<file path="src/verilog/sadc_consts.vh">
// Register map, field positions, reset values and timing counts of the converter control
`ifndef SADC_CONSTS_VH
`define SADC_CONSTS_VH
// ==========================================================================
// Register offsets (byte addresses, printed offset 05H kept as index)
`define SADC_MODE_IDX       8'h05
`define SADC_MODE_ADDR      12'h014
`define SADC_RES_HIGH_ADDR  12'h020
`define SADC_RES_LOW_ADDR   12'h024
`define SADC_IRQ_STAT_ADDR  12'h028
`define SADC_IRQ_MASK_ADDR  12'h02c
// ==========================================================================
// Mode register fields
`define SADC_START_BIT      7
`define SADC_EOC_BIT        6
`define SADC_CLK_HI         5
`define SADC_CLK_LO         4
`define SADC_CH_HI          3
`define SADC_CH_LO          0
`define SADC_MODE_RESET     8'h00
`define SADC_CH_LAST        4'ha
// ==========================================================================
// Conversion values and timing
`define SADC_MID_SCALE      12'h800
`define SADC_SETUP_CLKS     4'ha
`define SADC_BIT_CLKS       2'h3
`define SADC_RESULT_BITS    12
`define SADC_RES_HIGH_LSB   4
// ==========================================================================
// Interrupt status bits
`define SADC_IRQ_DONE_BIT   0
`define SADC_IRQ_BAD_BIT    1
`endif

</file>
<file path="src/verilog/sadc_clk_div.v">
// Conversion clock tick generator dividing the system clock by 1, 2, 4 or 8
`timescale 1ns/1ns
module sadc_clk_div (
   // Clock and reset
   input  wire       clk_in,
   input  wire       sys_rst_in,
   // Control
   input  wire       run_in,
   input  wire [1:0] sel_in,
   // Tick
   output wire       tick_out
);
   reg [2:0] cnt_reg;
   wire [2:0] last_w;

   assign last_w = (3'h1 << sel_in) - 3'h1;
   assign tick_out = run_in && (cnt_reg == last_w);

   always @(posedge clk_in or posedge sys_rst_in) begin
      if (sys_rst_in) begin
         cnt_reg <= 3'h0;
      end else if (!run_in || tick_out) begin
         cnt_reg <= 3'h0;
      end else begin
         cnt_reg <= cnt_reg + 3'h1;
      end
   end
endmodule

</file>
<file path="src/verilog/sadc_control.v">
// Converter control top: APB registers, pin sync, divider and SAR sequencer
//
// How it works
// - Conversion starts from mid-scale 800H, refining one bit per step.
// - One channel per conversion, twelve-bit result.
// - Channel field bits 3:0 selects inputs 0 to 10; other codes invalid.
// - Writing start bit 7 begins conversion and clears end flag; zero stops.
// - On completion set end flag bit 6, load result, go idle.
// - Clock field bits 5:4 divides system clock by 1, 2, 4 or 8.
// - Ten set-up clocks then four clocks per bit, 58 in all.
// - Mode register resets to all zeros.
// - Each result overwrites the previous one.
// - Channel field is writable at any time.
// - Mode register readable and writable at offset 05H.
// - First trial compares against half the reference.
`timescale 1ns/1ns
`include "sadc_consts.vh"
module sadc_control (
   // Clock and reset
   input  wire        clk_in,
   input  wire        sys_rst_in,
   // APB slave
   input  wire        psel_in,
   input  wire        penable_in,
   input  wire        pwrite_in,
   input  wire [11:0] paddr_in,
   input  wire [31:0] pwdata_in,
   output wire [31:0] prdata_out,
   output wire        pready_out,
   output wire        pslverr_out,
   // Analog front end
   input  wire        comparator_in,
   output reg  [11:0] dac_code_out,
   output reg  [3:0]  input_channel_select_out,
   output reg         analog_enable_out,
   // Interrupt
   output wire        irq_out
);
   // ======================================================================
   // Registers
   reg        start_reg;
   reg        eoc_reg;
   reg  [1:0] clk_sel_reg;
   reg  [3:0] chan_reg;
   reg  [1:0] irq_stat_reg;
   reg  [1:0] irq_mask_reg;
   reg  [31:0] rdata_reg;
   reg        cmp_meta_reg;
   reg        cmp_sync_reg;
   reg        start_pulse_reg;
   wire       wr_w;
   wire       rd_w;
   wire       mapped_w;
   wire       tick_w;
   wire       busy_w;
   wire       done_w;
   wire [11:0] trial_w;
   wire [11:0] result_w;
   wire [7:0] mode_w;
   wire [1:0] ev_w;

   // ======================================================================
   // APB decode; always ready, error on unmapped address
   function is_mapped;
      input [11:0] a;
      begin
         is_mapped = (a == `SADC_MODE_ADDR) || (a == `SADC_RES_HIGH_ADDR) ||
                     (a == `SADC_RES_LOW_ADDR) || (a == `SADC_IRQ_STAT_ADDR) ||
                     (a == `SADC_IRQ_MASK_ADDR);
      end
   endfunction

   assign mapped_w    = is_mapped(paddr_in);
   assign wr_w        = psel_in && penable_in && pwrite_in && mapped_w;
   assign rd_w        = psel_in && !penable_in && !pwrite_in;
   assign pready_out  = 1'b1;
   assign pslverr_out = psel_in && penable_in && !mapped_w;
   assign prdata_out  = rdata_reg;
   assign mode_w = {start_reg, eoc_reg, clk_sel_reg, chan_reg};
   assign irq_out = |(irq_stat_reg & irq_mask_reg);
   // Events: done, and a start with an unavailable channel code
   assign ev_w = {start_pulse_reg && (chan_reg > `SADC_CH_LAST), done_w};

   // ======================================================================
   // Comparator synchroniser
   always @(posedge clk_in or posedge sys_rst_in) begin
      if (sys_rst_in) begin
         cmp_meta_reg <= 1'b0;
         cmp_sync_reg <= 1'b0;
      end else begin
         cmp_meta_reg <= comparator_in;
         cmp_sync_reg <= cmp_meta_reg;
      end
   end

   // ======================================================================
   // Mode register and interrupts
   always @(posedge clk_in or posedge sys_rst_in) begin
      if (sys_rst_in) begin
         start_reg       <= 1'b0;
         eoc_reg         <= 1'b0;
         clk_sel_reg     <= 2'h0;
         chan_reg        <= 4'h0;
         irq_stat_reg    <= 2'h0;
         irq_mask_reg    <= 2'h0;
         start_pulse_reg <= 1'b0;
      end else begin
         start_pulse_reg <= 1'b0;
         if (wr_w && paddr_in == `SADC_MODE_ADDR) begin
            chan_reg    <= pwdata_in[`SADC_CH_HI:`SADC_CH_LO];
            clk_sel_reg <= pwdata_in[`SADC_CLK_HI:`SADC_CLK_LO];
            start_reg   <= pwdata_in[`SADC_START_BIT];
            if (pwdata_in[`SADC_START_BIT]) begin
               eoc_reg         <= 1'b0;
               start_pulse_reg <= 1'b1;
            end else begin
               eoc_reg <= pwdata_in[`SADC_EOC_BIT];
            end
         end
         // Completion wins over a same-cycle clear
         if (done_w) begin
            eoc_reg   <= 1'b1;
            start_reg <= 1'b0;
         end
         if (wr_w && paddr_in == `SADC_IRQ_MASK_ADDR) begin
            irq_mask_reg <= pwdata_in[1:0];
         end
         if (wr_w && paddr_in == `SADC_IRQ_STAT_ADDR) begin
            irq_stat_reg <= (irq_stat_reg & ~pwdata_in[1:0]) | ev_w;
         end else begin
            irq_stat_reg <= irq_stat_reg | ev_w;
         end
      end
   end

   // ======================================================================
   // Read data captured in the setup phase
   always @(posedge clk_in or posedge sys_rst_in) begin
      if (sys_rst_in) begin
         rdata_reg <= 32'h0;
      end else if (rd_w) begin
         case (paddr_in)
            `SADC_MODE_ADDR:     rdata_reg <= {24'h0, mode_w};
            `SADC_RES_HIGH_ADDR: rdata_reg <= {24'h0, result_w[11:`SADC_RES_HIGH_LSB]};
            `SADC_RES_LOW_ADDR:  rdata_reg <= {28'h0, result_w[`SADC_RES_HIGH_LSB-1:0]};
            `SADC_IRQ_STAT_ADDR: rdata_reg <= {30'h0, irq_stat_reg};
            `SADC_IRQ_MASK_ADDR: rdata_reg <= {30'h0, irq_mask_reg};
            default:             rdata_reg <= 32'h0;
         endcase
      end
   end

   // ======================================================================
   // Analog front-end drive
   always @(posedge clk_in or posedge sys_rst_in) begin
      if (sys_rst_in) begin
         dac_code_out             <= 12'h000;
         input_channel_select_out <= 4'h0;
         analog_enable_out        <= 1'b0;
      end else begin
         dac_code_out             <= trial_w;
         input_channel_select_out <= chan_reg;
         // Unavailable codes leave every input disconnected
         analog_enable_out        <= busy_w && (chan_reg <= `SADC_CH_LAST);
      end
   end

   // ======================================================================
   // Submodules
   sadc_clk_div u_div (
      .clk_in     (clk_in),
      .sys_rst_in (sys_rst_in),
      .run_in     (busy_w),
      .sel_in     (clk_sel_reg),
      .tick_out   (tick_w)
   );

   sadc_sar u_sar (
      .clk_in     (clk_in),
      .sys_rst_in (sys_rst_in),
      .start_in   (start_pulse_reg),
      .abort_in   (!start_reg && busy_w),
      .tick_in    (tick_w),
      .cmp_in     (cmp_sync_reg),
      .busy_out   (busy_w),
      .done_out   (done_w),
      .trial_out  (trial_w),
      .result_out (result_w)
   );
endmodule

</file>
<file path="src/verilog/sadc_sar.v">
// Successive-approximation sequencer: set-up phase, then four clocks per result bit
`timescale 1ns/1ns
`include "sadc_consts.vh"
module sadc_sar (
   // Clock and reset
   input  wire        clk_in,
   input  wire        sys_rst_in,
   // Control
   input  wire        start_in,
   input  wire        abort_in,
   input  wire        tick_in,
   input  wire        cmp_in,
   // Status and data
   output reg         busy_out,
   output reg         done_out,
   output reg  [11:0] trial_out,
   output reg  [11:0] result_out
);
   // ======================================================================
   // Sequencer state
   localparam ST_IDLE  = 2'h0;
   localparam ST_SETUP = 2'h1;
   localparam ST_BITS  = 2'h2;

   reg [1:0]  state_reg;
   reg [3:0]  setup_reg;
   reg [1:0]  phase_reg;
   reg [3:0]  bit_reg;
   reg [11:0] mask_w;

   always @* begin
      mask_w = 12'h001 << bit_reg;
   end

   always @(posedge clk_in or posedge sys_rst_in) begin
      if (sys_rst_in) begin
         state_reg  <= ST_IDLE;
         setup_reg  <= 4'h0;
         phase_reg  <= 2'h0;
         bit_reg    <= 4'h0;
         busy_out   <= 1'b0;
         done_out   <= 1'b0;
         trial_out  <= 12'h000;
         result_out <= 12'h000;
      end else begin
         done_out <= 1'b0;
         if (abort_in) begin
            state_reg <= ST_IDLE;
            busy_out  <= 1'b0;
         end else begin
            case (state_reg)
               ST_IDLE: begin
                  if (start_in) begin
                     trial_out <= `SADC_MID_SCALE;
                     setup_reg <= 4'h0;
                     phase_reg <= 2'h0;
                     bit_reg   <= 4'hb;
                     busy_out  <= 1'b1;
                     state_reg <= ST_SETUP;
                  end
               end
               ST_SETUP: begin
                  if (tick_in) begin
                     setup_reg <= setup_reg + 4'h1;
                     if (setup_reg == `SADC_SETUP_CLKS - 4'h1) begin
                        state_reg <= ST_BITS;
                     end
                  end
               end
               ST_BITS: begin
                  if (tick_in) begin
                     phase_reg <= phase_reg + 2'h1;
                     if (phase_reg == `SADC_BIT_CLKS) begin
                        // Decide this bit on the last of its four clocks
                        if (!cmp_in) begin
                           trial_out <= (trial_out & ~mask_w) | (mask_w >> 1);
                        end else begin
                           trial_out <= trial_out | (mask_w >> 1);
                        end
                        if (bit_reg == 4'h0) begin
                           result_out <= cmp_in ? trial_out : (trial_out & ~mask_w);
                           done_out   <= 1'b1;
                           busy_out   <= 1'b0;
                           state_reg  <= ST_IDLE;
                        end else begin
                           bit_reg <= bit_reg - 4'h1;
                        end
                     end
                  end
               end
               default: begin
                  state_reg <= ST_IDLE;
               end
            endcase
         end
      end
   end
endmodule
</file>
<file path="config.mk">
export PLATFORM = sky130hd
export DESIGN_NAME = sadc_control
export DESIGN_NICKNAME = d
export VERILOG_FILES = /design/src/verilog/sadc_clk_div.v /design/src/verilog/sadc_control.v /design/src/verilog/sadc_sar.v
export VERILOG_INCLUDE_DIRS = /design/src /design/src/verilog
export SDC_FILE = /design/constraint.sdc
export NUM_CORES = 1
export LEC_CHECK = 0
export BUFFER_PORTS_ARGS = -buffer_cell sky130_fd_sc_hd__buf_2
export CORE_MARGIN = 10
export CORE_UTILIZATION = 53
export CTS_CLUSTER_SIZE = 14
export DETAILED_ROUTE_END_ITERATION = 8
export PLACE_DENSITY = 0.8
export SLEW_MARGIN = 10
export SYNTH_ARGS = -nofsm -noshare
export SYNTH_HDL_FRONTEND = slang
export SYNTH_HIERARCHICAL = 1
export SYNTH_SLANG_ARGS = --single-unit
</file>
<file path="constraint.sdc">
create_clock -name clk_in -period 2.8 [get_ports clk_in]
set_input_delay 0.42 -clock clk_in [delete_from_list [all_inputs] [get_ports clk_in]]
set_output_delay 0.42 -clock clk_in [all_outputs]
set_load 0.05 [all_outputs]
</file>
* After elaboration in Yosys (flattened, before gate mapping)
Cells that the tools add are included.
** Storage, ports and cells
- Flip-flop bits (word level) :: 105
- Output and inout bits :: 52
- Input bits :: 50
** Cells by class
- Eq/ne operators :: 21
- $lt $le $gt $ge :: 2
- $add $sub $neg :: 5
- Mux-type cells :: 46
- Shifts and indexed selects :: 2
- Reductions and logical operators :: 37
- Bitwise gates (word level) :: 10
** Operator list (number)
- 12-bit 2-to-1 mux :: 5
- 12-bit by 6-bit equality test with 1-bit output (second input constant) :: 4
- 8-bit case mux with 5 select lines :: 1
- 4-bit 2-to-1 mux :: 6
- 12-bit by 11-bit bitwise OR with 12-bit output :: 2
- 12-bit case mux with 2 select lines :: 1
- 2-bit 2-to-1 mux :: 10
- 1-bit 2-to-1 mux :: 17
- 4-bit case mux with 2 select lines :: 2
- 5-bit AND reduction :: 3
- 1-bit logical AND :: 13
- 12-bit bitwise AND :: 1
- 12-bit by 5-bit equality test with 1-bit output (second input constant) :: 1
- 12-bit NOT :: 1
- 6-bit AND reduction :: 2
- 1-bit by 4-bit << shifter with 12-bit output (first input constant) :: 1
- 3-bit by 1-bit inequality test with 1-bit output (second input constant) :: 3
- 3-bit by 2-bit inequality test with 1-bit output (second input constant) :: 3
- 2-bit inequality test (second input constant) :: 4
- 4-bit AND reduction :: 2
- 2-bit case mux with 3 select lines :: 1
- 2-bit nonzero test :: 3
- 1-bit zero test :: 5
- 1-bit logical OR :: 5
- other kinds (24) :: 27

* Longest topological paths before layout
Gate-level depths: netlist of run 1.
- Depth in word-level cells :: 9
- Gate-level depth with buffers :: 8
- Gate-level depth less buffers :: 7

* Cells and area by module
The synthesis of run 1 kept the hierarchy.
** Modules (own cells, without submodules)
- sadc_sar :: sequential area each 950.9 um2, cells an instance 210, area an instance 2023.2 um2, times used 1
- sadc_control :: sequential area each 1001.0 um2, cells an instance 157, area an instance 1870.5 um2, times used 1
- sadc_clk_div :: sequential area each 75.1 um2, cells an instance 18, area an instance 178.9 um2, times used 1

* Worst setup path before layout of run 1
Ideal clock, no wire load.
- Path type :: input to register
- From :: input port paddr_in[2]
- To :: register chan_reg[0]
- Cell stages on the path :: 6
- Library setup time :: 0.125 ns
- Buffers on the path :: 2
- Arrival :: 2.065 ns
- Slack :: 0.610 ns
- Path through :: buf_6 or4b_4 nor4_4 and4_4 buf_12 mux2_4
** Between the ends
- Cells in the longest elaborated chain, start to end :: 7
** RTL lines
- start, declared :: line sadc_control.v:26 : input wire [11:0] paddr_in,
- 12-bit by 5-bit equality test with 1-bit output / 12-bit by 6-bit equality test with 1-bit output (equally long branches)
- 1-bit logical OR (4 in a row) :: line sadc_control.v:67 : is_mapped = (a == `SADC_MODE_ADDR) || (a == `SADC_RES_HIGH_ADDR) ||
- 1-bit logical AND :: line sadc_control.v:74 : assign wr_w = psel_in && penable_in && pwrite_in && mapped_w;
- 1-bit logical AND (no source line) *
- end signal, assigned :: line sadc_control.v:110 : chan_reg <= pwdata_in[`SADC_CH_HI:`SADC_CH_LO];
- end, declared :: line sadc_control.v:44 : reg [3:0] chan_reg;
Every way passes the cells marked *; elsewhere a longest branch is shown, timed or not.
A chain may end at the register's enable or synchronous reset.

* Worst setup path after layout of run 1
- From :: register clk_sel_reg[1]
- To :: register u_sar.bit_reg[3]
** Between the ends
- Cells in the longest elaborated chain, start to end :: 6
** RTL lines
- start, declared :: line sadc_control.v:43 : reg [1:0] clk_sel_reg;
- start signal, assigned :: line sadc_control.v:111 : clk_sel_reg <= pwdata_in[`SADC_CLK_HI:`SADC_CLK_LO];
- 1-bit by 2-bit << shifter with 3-bit output :: line sadc_clk_div.v:16 : assign last_w = (3'h1 << sel_in) - 3'h1;
- 3-bit by 1-bit subtractor with 3-bit output :: line sadc_clk_div.v:16
- 3-bit equality test :: line sadc_clk_div.v:17 : assign tick_out = run_in && (cnt_reg == last_w);
- 1-bit logical AND :: line sadc_clk_div.v:17
- named net tick_w :: line sadc_control.v:54 : wire tick_w;
- 2-bit inequality test (no source line)
- 6-bit AND reduction (no source line)
- end signal, assigned :: line sadc_sar.v:86 : bit_reg <= bit_reg - 4'h1;
- end, declared :: line sadc_sar.v:28 : reg [3:0] bit_reg;
The timed path passes the listed nets, and every way through them passes these cells.

==> metrics.md, run 1 <==
| Metric | Value |
|---|---|
| Critical path data required time | `3020 ps` |
| Crit path arrival time | `2690 ps` |
| TritonCTS buffer count | `9` |
| Maximum VDD drop | `0.244 mV` |
| Max-cap violations | `0` |
| Fin. Hold Viols | `0` |
| Vias | `2985` |
| Syn Area/Cell | `10.6 um2` |
| WL/cell | `16.3 um` |
| Clock Tree Buf Depth | `2` |
| Std cell rows | `31` |
| Worst Tran Pin Value | `511 ps` |
| IO buf count | `52` |
| Initial antenna violation count | `0` |
| Detailed-router iteration count before antenna repair | `4` |
| EDFF count, synth | `0` |
| Max-slew violations | `0` |
| Synth Register Bits | `81` |
| Hold WC Path Type | `in2reg` |
| Leakage power total | `2.16 nW` |
| Compound-Gate Fraction of Synth Area | `15.9%` |
| Hold endpoint | `cmp_meta_reg` |
| Final setup margin | `330 ps` |
| Final Skew | `7.62 ps` |
| Layout cells sized above 1 | `23.1%` |
| Post-Synth Adder-Cell Area | `2.76%` |
| Filler instances | `615` |
| Core area | `0.00737 mm2` |
| Worst R2R Start | `clk_sel_reg[1]` |
| Final period utilization | `88.2%` |
| Outcome | `finished clean` |
| Grt total ovfl | `0` |
| Setup crit end kind | `register` |
| Seq/Total Area, Yosys | `49.8%` |
| Largest regs | `dac_code_out (12), u_sar/result_out (12), u_sar/trial_out (12)` |
| Final setup vio count | `0` |
| Mapped Area | `0.00407 mm2` |
| Number of diodes | `0` |
| Initial core utilization | `55.3%` |
| WL final | `8790 um` |
| Clk root buf | `clkbuf_8` |
| Final min period | `2470 ps` |
| Post-synthesis cell type count | `66` |
| Die width | `108 um` |
| CTS clk-pin slew, worst paths | `80 ps` |
| Clock Latency Late Sink | `350 ps` |
| Worst rel slew slack | `65.7%` |
| Largest family of logic cells by synthesized area | `simple AND/OR/NAND/NOR gates` |
| Gr usage total | `15.7%` |
| Die Y | `108 um` |
| Ys flop type | `dfrtp_1` |
| Worst flop-to-flop path endpoint | `u_sar/bit_reg[3]` |
| PD cells | `485 mW/mm2` |
| Area delta synth->final | `10.7%` |
| H-tree levels | `3` |
| Most frequent cells in the layout | `dfrtp_1, buf_2, nand2_1` |
| Synth Area in Simple Gates | `17.5%` |
| Vias per cell | `5.52` |
| Mapped Cells | `385` |
| Post-synthesis async set-or-reset flop share | `100%` |
| RSZ-0062 raised after global routing | `no` |
| Gpl congestion | `0.886` |
| Crit path max fanout | `13` |
| Die area | `0.0116 mm2` |
| FF-to-FF setup slack | `330 ps` |
| Total negative slack | `0 ps` |
| Min-delay src | `comparator_in` |
| DP Wirelength | `6520 um` |
| Max frequency | `405 MHz` |
| First-pass GRT wire length | `14800 um` |
| WS Path Type | `reg2reg` |
| Hold depth | `1` |
| DRC | `0` |
| Setup Fix Bufs, Post-CTS | `0` |
| Commonest non-fill, non-tap cell in the layout | `dfrtp_1` |
| Pwr Total | `2.19 mW` |
| Finished Core Util | `61.2%` |
| Worst slack, placed | `388 ps` |
| YS warnings | `6` |
| Post-DRT Antenna Nets | `0` |
| Clock sink count | `81` |
| Post-Synth XOR/XNOR Area | `0.645%` |
| Final nets | `496` |
| Initial drt markers | `228` |
| Proportion of synthesized area in mux cells | `4.92%` |
| Largest net degree at the start of global routing | `39` |
| Vias in the first global route | `2991` |
| R2R depth | `7` |
| IO Pins | `102` |
| CTS tree | `yes` |
| Startpoint types | `register` |
## worst max-delay path, cell delays in order, from the launching register on
cell	delay [ps]
dfrtp_1	450
nor3_1	260
nor3b_2	310
o31a_1	270
nand3_4	130
a211o_1	530
o41ai_2	290
o21ai_1	110
## power breakdown
group | switching, mW | internal (mW) | leakage [nW]
logic | 0.125 | 0.0251 | 0.944
registers | 0.00139 | 1.17 | 1.12
clock network | 0.428 | 0.437 | 0.0985
total | 0.554 | 1.63 | 2.16
## how the worst max path moves through the flow
| stage | from | to | cells past startpoint |
|---|---|---|---|
| after global placement | clk_sel_reg[1] | u_sar/bit_reg[3] | 7 |
| after detailed placement | clk_sel_reg[1] | u_sar/bit_reg[3] | 7 |
| final | clk_sel_reg[1] | u_sar/bit_reg[3] | 7 |
| after CTS | clk_sel_reg[1] | u_sar/bit_reg[3] | 7 |
| after floorplan | paddr_in[2] | chan_reg[0] | 6 |
| after global routing | clk_sel_reg[1] | u_sar/bit_reg[3] | 7 |
## layer usage
metal  wire (um)  track usage (%)  part of all wire, %
met5           0                0                    0
met2        4360             26.0                   50
met1        3600             18.2                   41
met4         182             6.87                  2.1
met3         655             4.91                  7.4
## kinds of logic (layout without fill, tap and decap cells)
kind of cell	after synthesis	after routing
AOI/OAI and AO/OA	95	95
buffers and inverters	53	87
DFF	81	81
and+or+nand+nor	127	127
other	2	25
muxes	15	15
adders and majority gates	9	9
xor gates and xnor gates	3	3
## Yosys cell counts (3+ instances only)
library cell	n	area, um2
nand3_1	12	60.1
o211ai_1	3	22.5
mux2_2	3	33.8
nand2_1	41	154
or2b_1	3	22.5
nor2_1	23	86.3
buf_2	6	30.0
dfrtp_1	81	2030
o21ai_1	13	65.1
inv_1	12	45.0
ha_1	9	113
o21ai_0	32	160
buf_4	27	203
a32o_1	3	30.0
mux2_4	6	90.1
clkbuf_1	5	18.8
nor2b_1	4	25.0
a21oi_1	5	25.0
nand2b_1	12	75.1
nor3_1	7	35.0
mux2i_1	5	50.1
a22oi_1	6	45.0
a22o_1	8	70.1
a21o_1	4	30.0
## area by class of cell
class | instances | area, um2 | share of cell area, %
Clock buffer | 10 | 138 | 3.05
Clock inverter | 6 | 67.6 | 1.50
Inverter | 12 | 45.0 | 0.999
Multi-Input combinational cell | 274 | 1790 | 39.8
Sequential cell | 81 | 2030 | 45.0
Tap cell | 99 | 124 | 2.75
Timing Repair Buffer | 59 | 315 | 6.99
## per-stage QoR
stage,hold slack (ps),area (um2),cells
after floorplan,174,4160,408
after global placement,300,4290,524
after detailed placement,307,4290,524
after CTS,159,4510,541
after global routing,150,4510,541
final,174,4510,541
## timing repair
action / CTS / global route
gates resized for setup: 0 / 0
hold buffers: 1 / 0
hold endpoints to repair: 5 / 0
Power figures use the tool's default switching activity.
==> run 2, diff against run 1 <==
--- a/config.mk
+++ b/config.mk
@@ -8,10 +8,9 @@
 export LEC_CHECK = 0
 export BUFFER_PORTS_ARGS = -buffer_cell sky130_fd_sc_hd__buf_2
 export CORE_MARGIN = 10
-export CORE_UTILIZATION = 53
+export CORE_UTILIZATION = 40
 export CTS_CLUSTER_SIZE = 14
 export DETAILED_ROUTE_END_ITERATION = 8
-export PLACE_DENSITY = 0.8
 export SLEW_MARGIN = 10
 export SYNTH_ARGS = -nofsm -noshare
 export SYNTH_HDL_FRONTEND = slang
==> metrics.md, run 2 (synthesized netlist as in run 1, its figures left out) <==
| Metric | Value |
|---|---|
| Layout cells sized above 1 | `23.1%` |
| Logic pwr share | `7.2%` |
| DRC | `0` |
| Finished Core Util | `45.8%` |
| Vias in the first global route | `2997` |
| Final Skew | `16.9 ps` |
| IO buf count | `52` |
| Crit path arrival time | `2600 ps` |
| Setup crit end kind | `register` |
| Largest net degree at the start of global routing | `39` |
| Startpoint types | `register` |
| R2R depth | `7` |
| CTS tree | `yes` |
| Maximum VDD drop | `0.239 mV` |
| Vias | `2888` |
| Switching power | `0.579 mW` |
| Hold buffers post-CTS | `1` |
| Gpl congestion | `0.887` |
| Sequential power share | `55.7%` |
| Crit path max fanout | `13` |
| WL final | `9200 um` |
| Critical path data required time | `3020 ps` |
| Final setup vio count | `0` |
| Max frequency | `419 MHz` |
| Max incr delay on CP | `520 ps` |
| Switching Fraction | `27.6%` |
| WL/cell | `16.0 um` |
| Clk root buf | `clkbuf_8` |
| IO Pins | `102` |
| Initial core utilization | `41.3%` |
| First-pass GRT wire length | `15400 um` |
| Worst R2R Start | `clk_sel_reg[1]` |
| Final period utilization | `85.3%` |
| Std cell rows | `36` |
| Detailed-router iteration count before antenna repair | `4` |
| Fin. Hold Viols | `0` |
| Clock sink count | `81` |
| Die area | `0.0146 mm2` |
| Total negative slack | `0 ps` |
| Area occupied by multi-input gates | `0.00179 mm2` |
| Max-slew violations | `0` |
| Min-delay src | `comparator_in` |
| Pint | `1.52 mW` |
| Hold WC Path Type | `in2reg` |
| CTS clk-pin slew, worst paths | `90 ps` |
| Initial drt markers | `234` |
| Final nets | `496` |
| Initial antenna violation count | `0` |
| Worst rel slew slack | `30.8%` |
| CP max stage cell | `a211o_1` |
| WS Path Type | `reg2reg` |
| Setup Fix Bufs, Post-CTS | `0` |
| Worst flop-to-flop path endpoint | `u_sar/bit_reg[3]` |
| Gr usage total | `12.9%` |
| Final min period | `2390 ps` |
| TritonCTS buffer count | `9` |
| Clock Latency Late Sink | `360 ps` |
| H-tree levels | `3` |
| Most frequent cells in the layout | `dfrtp_1, buf_2, nand2_1` |
| CP cell instances | `nor3_1, nor3b_2, o31a_1, nand3_4, a211o_1, o41ai_2, o21ai_1` |
| FF+latch area | `0.00203 mm2` |
| Number of diodes | `0` |
| Die width | `121 um` |
| Worst Tran Pin Value | `1030 ps` |
| Area delta synth->final | `11.0%` |
| PD cells | `465 mW/mm2` |
| RSZ-0062 raised after global routing | `no` |
| Max-cap violations | `0` |
| Clock Power Share | `37.1%` |
| Hold endpoint | `cmp_meta_reg` |
| Die Y | `121 um` |
| Hold depth | `1` |
| DP Wirelength | `6900 um` |
| Outcome | `finished clean` |
| FF-to-FF setup slack | `410 ps` |
| Filler instances | `947` |
| Post-DRT Antenna Nets | `0` |
| Core area | `0.00986 mm2` |
| Largest regs | `dac_code_out (12), u_sar/result_out (12), u_sar/trial_out (12)` |
| Resized cells post-CTS | `0` |
| Grt total ovfl | `0` |
| Commonest non-fill, non-tap cell in the layout | `dfrtp_1` |
| Clock Tree Buf Depth | `2` |
| Vias per cell | `5.02` |
| Leakage power total | `2.14 nW` |
## run 2: how the worst max path moves through the flow
stage                              start          endpoint  cells past startpoint
final                     clk_sel_reg[1]  u_sar/bit_reg[3]                      7
after global routing      clk_sel_reg[1]  u_sar/bit_reg[3]                      7
after CTS                 clk_sel_reg[1]  u_sar/bit_reg[3]                      7
after detailed placement  clk_sel_reg[1]  u_sar/bit_reg[3]                      7
after global placement    clk_sel_reg[1]  u_sar/bit_reg[3]                      7
after floorplan              paddr_in[2]       chan_reg[0]                      6
## run 2: metrics by stage
step	total power [mW]	instances	area [um2]	worst slack [ps]	hold slack (ps)
2_1_floorplan	1.34	408	4160	610	174
3_3_place_gp	1.34	558	4340	495	313
3_5_place_dp	1.34	558	4340	446	314
4_1_cts	2.13	575	4520	408	147
5_1_grt	2.20	575	4520	127	141
6_report	2.10	575	4520	412	172
## run 2: layout make-up
class	instances	share of cell area, %
clock inverters	7	1.13
inverters	12	0.996
clock buffers	9	2.74
repair buffers	59	6.97
flip-flops and latches	81	44.8
well taps	133	3.68
multi-input cells	274	39.7
## run 2: power by group through the flow
stage,clock (mW),combinational (mW),sequential [mW]
2_1_floorplan,0,0.141,1.20
3_3_place_gp,0,0.149,1.20
3_5_place_dp,0,0.150,1.20
4_1_cts,0.808,0.151,1.17
5_1_grt,0.868,0.163,1.17
6_report,0.781,0.151,1.17
## run 2: routing by layer
metal / routed length (um) / share of wire (%) / up-vias / GRT usage (%)
li1: - / - / 1416 / -
met1: 4120 / 45 / 1408 / 15.5
met2: 4490 / 49 / 60 / 21.2
met3: 520 / 5.7 / 4 / 4.65
met4: 74 / 0.80 / 0 / 4.15
met5: 0 / 0 / - / 0
## run 2: critical path, delay by kind of cell, from the launching register on
family	cells	cell delay, ps
AO/OA/AOI/OAI	4	1130
flip-flops	1	440
AND/OR/NAND/NOR	3	660
